`src/shared/aue_pkg.sv`:
```
// shared constants and carriers for the uncorrectable error register bank
package aue_pkg;

  localparam int unsigned ADDR_W = 12;
  localparam int unsigned DATA_W = 32;
  localparam int unsigned NUM_EVT = 7;
  localparam int unsigned PTR_W = 5;

  // register byte offsets
  localparam logic [11:0] STATUS_OFFSET = 12'h104;
  localparam logic [11:0] MASK_OFFSET = 12'h108;
  localparam logic [11:0] MEM_ERR_CTL_OFFSET = 12'h10c;

  // status and mask field positions
  localparam int unsigned UNUSED_LEGACY_POS = 0;
  localparam int unsigned LINK_PROTO_POS = 4;
  localparam int unsigned CPL_TIMEOUT_POS = 14;
  localparam int unsigned CPL_ABORT_POS = 15;
  localparam int unsigned UNEXP_CPL_POS = 16;
  localparam int unsigned RX_OVERFLOW_POS = 17;
  localparam int unsigned MALFORMED_POS = 18;
  localparam int unsigned ECRC_POS = 19;
  localparam int unsigned UNSUP_REQ_POS = 20;
  localparam int unsigned ACS_VIOL_POS = 21;
  localparam int unsigned DOUBLE_BIT_POS = 31;
  // double-bit reporting enable inside memory error control
  localparam int unsigned DBL_REPORT_EN_POS = 0;

  // event vector index of each detector
  localparam int unsigned EVT_LINK_PROTO = 0;
  localparam int unsigned EVT_UNEXP_CPL = 1;
  localparam int unsigned EVT_RX_OVERFLOW = 2;
  localparam int unsigned EVT_MALFORMED = 3;
  localparam int unsigned EVT_ECRC = 4;
  localparam int unsigned EVT_UNSUP_REQ = 5;
  localparam int unsigned EVT_DOUBLE_BIT = 6;

  // reset values
  localparam logic [31:0] STATUS_RESET = 32'h0000_0000;
  localparam logic [31:0] MASK_RESET = 32'h0000_0000;
  localparam logic MEM_ERR_CTL_RESET = 1'h0;
  localparam logic [4:0] FEP_RESET = 5'h00;

  typedef struct packed {
    logic [11:0] addr;
    logic [31:0] wdata;
    logic        wr;
    logic        rd;
  } aue_bus_req_t;

  // one-cycle detector pulses
  typedef struct packed {
    logic double_bit;
    logic unsup_req;
    logic ecrc;
    logic malformed;
    logic rx_overflow;
    logic unexp_cpl;
    logic link_proto;
  } aue_err_evt_t;

endpackage

```
`src/core/aue_error_regs.sv`:
```
// uncorrectable error status and mask registers of one switch port
`timescale 1ns/1ps
module aue_error_regs (
  input  wire logic                  i_sys_clk,
  input  wire logic                  i_reset_n,
  input  wire logic                  i_hot_reset,
  input  wire aue_pkg::aue_bus_req_t i_bus,
  input  wire aue_pkg::aue_err_evt_t i_err_evt,
  output logic [31:0]                o_rdata,
  output logic                       o_report_valid,
  output logic [6:0]                 o_report_vec,
  output logic                       o_fep_valid,
  output logic [4:0]                 o_first_error_ptr
);

  logic       rst_meta_n;
  logic       rst_n;
  logic [6:0] evt_vec;
  logic [6:0] flag_vec;
  logic [6:0] clr_vec;
  logic [6:0] evt_masked;
  logic [6:0] evt_live;
  logic [31:0] status_word;
  logic [31:0] mask_word;
  logic [6:0] mask_evt;
  logic       mask_legacy;
  logic       double_bit_report_enable;
  logic       wr_status;
  logic       wr_mask;
  logic       wr_ctl;
  logic [4:0] next_fep;
  logic       fep_hit;
  logic [31:0] next_rdata;

  // field position of each event index
  function automatic int unsigned evt_pos(input int unsigned idx);
    case (idx)
      aue_pkg::EVT_LINK_PROTO:  evt_pos = aue_pkg::LINK_PROTO_POS;
      aue_pkg::EVT_UNEXP_CPL:   evt_pos = aue_pkg::UNEXP_CPL_POS;
      aue_pkg::EVT_RX_OVERFLOW: evt_pos = aue_pkg::RX_OVERFLOW_POS;
      aue_pkg::EVT_MALFORMED:   evt_pos = aue_pkg::MALFORMED_POS;
      aue_pkg::EVT_ECRC:        evt_pos = aue_pkg::ECRC_POS;
      aue_pkg::EVT_UNSUP_REQ:   evt_pos = aue_pkg::UNSUP_REQ_POS;
      default:                  evt_pos = aue_pkg::DOUBLE_BIT_POS;
    endcase
  endfunction

  // power-on reset released through two flops
  always_ff @(posedge i_sys_clk or negedge i_reset_n) begin
    if (!i_reset_n) begin
      rst_meta_n <= 1'h0;
      rst_n      <= 1'h0;
    end else begin
      rst_meta_n <= 1'h1;
      rst_n      <= rst_meta_n;
    end
  end

  assign evt_vec = i_err_evt;
  assign wr_status = i_bus.wr && (i_bus.addr == aue_pkg::STATUS_OFFSET);
  assign wr_mask = i_bus.wr && (i_bus.addr == aue_pkg::MASK_OFFSET);
  assign wr_ctl = i_bus.wr && (i_bus.addr == aue_pkg::MEM_ERR_CTL_OFFSET);

  // memory error control is not sticky: hot reset returns it to default
  always_ff @(posedge i_sys_clk or negedge rst_n) begin
    if (!rst_n) begin
      double_bit_report_enable <= aue_pkg::MEM_ERR_CTL_RESET;
    end else if (i_hot_reset) begin
      double_bit_report_enable <= aue_pkg::MEM_ERR_CTL_RESET;
    end else if (wr_ctl) begin
      double_bit_report_enable <= i_bus.wdata[aue_pkg::DBL_REPORT_EN_POS];
    end
  end

  always_ff @(posedge i_sys_clk or negedge rst_n) begin
    if (!rst_n) begin
      mask_evt    <= 7'h00;
      mask_legacy <= 1'h0;
    end else if (wr_mask) begin
      mask_legacy <= i_bus.wdata[aue_pkg::UNUSED_LEGACY_POS];
      for (int i = 0; i < 7; i++) begin
        mask_evt[i] <= i_bus.wdata[evt_pos(i)];
      end
    end
  end

  // status flags, one sticky cell each
  genvar g;
  generate
    for (g = 0; g < 7; g++) begin : g_flag
      assign clr_vec[g] = wr_status && i_bus.wdata[evt_pos(g)];
      aue_sticky_bit u_flag (
        .i_sys_clk (i_sys_clk),
        .i_rst_n   (rst_n),
        .i_enable  ((g == aue_pkg::EVT_DOUBLE_BIT) ?
                    double_bit_report_enable : 1'b1),
        .i_set     (evt_vec[g]),
        .i_clear   (clr_vec[g]),
        .o_flag    (flag_vec[g])
      );
    end
  endgenerate

  always_comb begin
    status_word = aue_pkg::STATUS_RESET;
    mask_word   = aue_pkg::MASK_RESET;
    mask_word[aue_pkg::UNUSED_LEGACY_POS] = mask_legacy;
    for (int i = 0; i < 7; i++) begin
      status_word[evt_pos(i)] = flag_vec[i];
      if (i != aue_pkg::EVT_DOUBLE_BIT) begin
        mask_word[evt_pos(i)] = mask_evt[i];
      end
    end
  end

  // masking gates reporting and pointer, never the flags
  assign evt_live = {double_bit_report_enable, 6'h3f} & evt_vec;
  assign evt_masked = evt_live & ~{1'b0, mask_evt[5:0]};

  // lowest-numbered unmasked event becomes the first error
  always_comb begin
    next_fep = o_first_error_ptr;
    for (int i = 6; i >= 0; i--) begin
      if (evt_masked[i]) begin
        next_fep = 5'(evt_pos(i));
      end
    end
  end

  assign fep_hit = o_fep_valid && status_word[o_first_error_ptr];

  // first error pointer, sticky like the flags
  always_ff @(posedge i_sys_clk or negedge rst_n) begin
    if (!rst_n) begin
      o_fep_valid       <= 1'h0;
      o_first_error_ptr <= aue_pkg::FEP_RESET;
    end else if (!fep_hit && (evt_masked != 7'h00)) begin
      o_fep_valid       <= 1'h1;
      o_first_error_ptr <= next_fep;
    end else if (!fep_hit) begin
      o_fep_valid <= 1'h0;
    end
  end

  // error messages toward the root complex
  always_ff @(posedge i_sys_clk or negedge rst_n) begin
    if (!rst_n) begin
      o_report_valid <= 1'h0;
      o_report_vec   <= 7'h00;
    end else if (i_hot_reset) begin
      o_report_valid <= 1'h0;
      o_report_vec   <= 7'h00;
    end else begin
      o_report_valid <= (evt_masked != 7'h00);
      o_report_vec   <= evt_masked;
    end
  end

  always_comb begin
    next_rdata = 32'h0000_0000;
    if (i_bus.rd) begin
      case (i_bus.addr)
        aue_pkg::STATUS_OFFSET: next_rdata = status_word;
        aue_pkg::MASK_OFFSET:   next_rdata = mask_word;
        aue_pkg::MEM_ERR_CTL_OFFSET: begin
          next_rdata[aue_pkg::DBL_REPORT_EN_POS] = double_bit_report_enable;
        end
        default: next_rdata = 32'h0000_0000;
      endcase
    end
  end

  // read data valid only in the cycle after the strobe
  always_ff @(posedge i_sys_clk or negedge rst_n) begin
    if (!rst_n) begin
      o_rdata <= 32'h0000_0000;
    end else begin
      o_rdata <= next_rdata;
    end
  end
endmodule // aue_error_regs

```
`src/core/aue_sticky_bit.sv`:
```
// one sticky write-one-to-clear status flag
`timescale 1ns/1ps
module aue_sticky_bit (
  input  wire logic i_sys_clk,
  input  wire logic i_rst_n,
  input  wire logic i_enable,
  input  wire logic i_set,
  input  wire logic i_clear,
  output logic      o_flag
);

  // power-on reset only; a hot reset clears the flag only by dropping i_enable
  always_ff @(posedge i_sys_clk or negedge i_rst_n) begin
    if (!i_rst_n) begin
      o_flag <= 1'h0;
    end else if (!i_enable) begin
      o_flag <= 1'h0;
    end else if (i_set) begin
      // set wins over a simultaneous clear
      o_flag <= 1'h1;
    end else if (i_clear) begin
      o_flag <= 1'h0;
    end
  end

endmodule // aue_sticky_bit

```
`config.mk`:
```
export PLATFORM = sky130hd
export DESIGN_NAME = aue_error_regs
export DESIGN_NICKNAME = d
export VERILOG_FILES = /design/src/shared/aue_pkg.sv /design/src/core/aue_error_regs.sv /design/src/core/aue_sticky_bit.sv
export SDC_FILE = /design/constraint.sdc
export NUM_CORES = 1
export LEC_CHECK = 0
export ABC_AREA = 1
export BUFFER_PORTS_ARGS = -buffer_cell sky130_fd_sc_hd__buf_2
export CORE_UTILIZATION = 46
export CTS_BUF_LIST = sky130_fd_sc_hd__clkbuf_4 sky130_fd_sc_hd__clkbuf_8
export CTS_CLUSTER_DIAMETER = 150
export DETAILED_ROUTE_END_ITERATION = 7
export GPL_TIMING_DRIVEN = 0
export HOLD_SLACK_MARGIN = 0.03
export PLACE_DENSITY = 0.84
export SYNTH_ARGS = -nofsm -noshare
export SYNTH_HDL_FRONTEND = slang
export SYNTH_SLANG_ARGS = --single-unit
```
`constraint.sdc`:
```
create_clock -name i_sys_clk -period 1.35 [get_ports i_sys_clk]
set_input_delay 0.0675 -clock i_sys_clk [delete_from_list [all_inputs] [get_ports i_sys_clk]]
set_output_delay 0.0675 -clock i_sys_clk [all_outputs]
set_load 0.02 [all_outputs]
```
==> qor.yml <==
finalClockSkew_ps: 5.19
htree_levels: 2
max_freq_mhz: 693
cts_tree: "done"
report.power.total_mw: 3.33
crit_path_cell_chain: "nor2_4 -> nand3_2 -> nand2_1 -> nand2_1 -> nand2_1 -> nand2_1 -> nand2_2 -> nand2_4 -> nand2_4 -> nand2_1 -> nand2_1"
total_cts_buffers: 5
fraction_of_final_layout_cells_sized_beyond_drive_strength_1: 0.416
final_hold_violations: 0
number_of_non_filler_instances_in_the_completed_layout: 367
worst-slew-pin-transition_ps: 776
hold_ws_ps: 32.9
outcome: "complete, but fails checks"
detailroute.via_count: 1715
grt_util_all_layers: 0.212
final_common_cell: "buf_2"
last_weighted_congestion_value_of_the_routability_driven_placer: 0.849
post-synth-top-area-cell: "dfrtp_1"
antennaDiodeCount: 0
die_x_um: 67.0
grt_pass1_vias: 1592
effective_utilization_at_floorplan: 0.483
post-route-drc-count: 0
post_dp_hpwl_um: 3100
grt_setup_unrepaired: "true"
seqCellArea_um2: 980
yosysWarningCount: 0
worst_ir_drop_vdd_v: 0.000648
dpl_worst_slack_ps: -168
cts_buffer_depth: 2
crit_top_cell: "nand2_1"
setup_slack_ps: -92.9
clk-insertion-delay-late_ps: 290
fillerInstances: 326
fp.dieArea_um2: 4490
multi_input_gate_area_um2: 812
maximum_number_of_pins_on_one_net_before_global_route_repair: 38
yosysSeqAreaShare: 0.502
crit-reg2reg-capture: "o_first_error_ptr[3]"
totalWireLength_um: 4430
core_area_um2: 4030
post-synth-top-area-fraction: 0.502
drt-initial-drc-count: 129
r2r_start: "o_first_error_ptr[1]"
antenna_found_initial: 0
placedCellCount: 346
hold_end: "mask_evt[4]"
worst-endpoint-required_ps: 1590
final_net_count: 372
syn_avg_cell_area_um2: 8.76
placementRows: 23
max_stage_delay_ps: 480
postSynthRegisterBits: 39
timing.reg2reg.worst_path_depth: 11
worst-endpoint-arrival_ps: 1680
globalRoute.totalOverflow: 0
cts_root_buffer: "clkbuf_8"
min_period_ps: 1440
max_cap_viol_count: 0
final_setup_viols: 6
dieHeight_um: 67.0
criticalPathCategory: "register to register"
r2r_slack_ps: -90
drt.antenna.violating_nets: 0
clkSlewWorstSetupHoldPaths_ps: 70
min_path_cells: 3
routedWlPerCell_um: 12.1
violations: "setup timing"
cp_top_family: "simple AND/OR/NAND/NOR gates"
drt-vias-per-instance: 4.67
post_synth_instance_area_um2: 1940
report.final.slew_viol_count: 0
start_kind: "register"
critPathMaxFanout: 7
min-delay-path-class: "input port to register"
grt_first_pass_wirelength_um: 6910
synth_area_leaders: "dfrtp_1 (50%), buf_4 (9.3%), nand2_1 (8.1%)"
place.port_buffers: 51
cts.sink_count: 39
postSynthCellCount: 222
most-common-layout-cells: "buf_2 (51), dfrtp_1 (36), nand2_1 (34)"
drt_pre_antenna_iters: 4
hp_start: "i_bus[21]"
worst_path_max_delay_cell: "dfrtp_2"
yosysUniqueCellTypes: 31
setup.worst_path.end_class: "register"
syn_to_final_growth_pct: 36.6
slew_headroom: 0.482
critical_path_buffer_and_inverter_count: 0
timing.final.crit_share: 1.07
io_pins: 102
p_leak_nw: 1.50
power.density_cell_area_nw_per_um2: 1260
setup_tns_ps: -481
[metal layers]
metal,track usage,wire length [um],vias to the layer above
li1,-,-,835
met1,0.243,1630,794
met2,0.360,2360,75
met3,0.0668,332,11
met4,0.0851,96,0
met5,0,0,-
[timing repair]
item	CTS	global route
endpoints found under the hold margin	8	0
hold buffers	7	0
gates resized for setup	10	14
endpoints found under the setup margin	43	6
pin swaps	1	12
setup buffers	0	6
[stage by stage]
stage / util / cell area (um2)
after floorplan: - / 2030
after global placement: 0.583 / 2350
after detailed placement: 0.583 / 2350
after CTS: 0.636 / 2560
after global routing: 0.659 / 2660
final: 0.659 / 2660
[kinds of logic (layout without fill, tap and decap cells)]
| kind of cell | count (synthesis) | in the layout | share of synthesized area |
|---|---|---|---|
| flip-flops | 39 | 39 | 0.502 |
| AND/OR/NAND/NOR | 100 | 100 | 0.257 |
| other | 2 | 25 | 0.00386 |
| AO/OA/AOI/OAI | 24 | 24 | 0.0766 |
| buffers and inverters | 57 | 129 | 0.161 |
[synth_stat cells (all sizes together)]
cell type and number:
nand3b 1, nand4 5, nand2 46, nor2 19, nor3 3, a21boi 1, buf 26, conb 2
nand3 21, a31oi 1, a21oi 2, a211oi 1, o21ai 19, clkbuf 1, inv 29, dfrtp 39
or2 5, clkinv 1
[power by group]
group	switching (mW)	internal (mW)
clock network	0.403	0.598
logic	0.578	0.360
registers	0.142	1.25
[worst min-delay path, delay by kind of cell]
family / cells / cell delay (ps)
buf+inv: 2 / 160
compound gates: 1 / 60
[worst max path at each step]
stage                                     endpoint  cells past startpoint  slack (ps)            startpoint
after CTS                     o_first_error_ptr[4]                     12           3  o_first_error_ptr[1]
final                         o_first_error_ptr[3]                     11         -90  o_first_error_ptr[1]
after floorplan               o_first_error_ptr[1]                     11          20  o_first_error_ptr[0]
after global placement                 o_rdata[31]                      0        -130                 rst_n
after detailed placement  double_bit_report_enable                      0        -170                 rst_n
after global routing          o_first_error_ptr[4]                     11        -190  o_first_error_ptr[1]
[sequential cells by signal, summed over array words and instances (netlist names)]
name                      count
o_fep_valid                   1
mask_evt                      6
g_flag.u_flag.o_flag          7
o_rdata                       8
mask_legacy                   1
rst_n                         1
o_report_valid                1
rst_meta_n                    1
o_first_error_ptr             5
double_bit_report_enable      1
o_report_vec                  7
[final cells by class]
class,instances,area share
Sequential cell,39,0.369
Multi-Input combinational cell,149,0.306
Clock buffer,6,0.0311
Timing Repair Buffer,64,0.139
Clock inverter,2,0.0132
Buffer,27,0.0749
Inverter,30,0.0429
Tap cell,50,0.0236
Power figures use the tool's default switching activity.
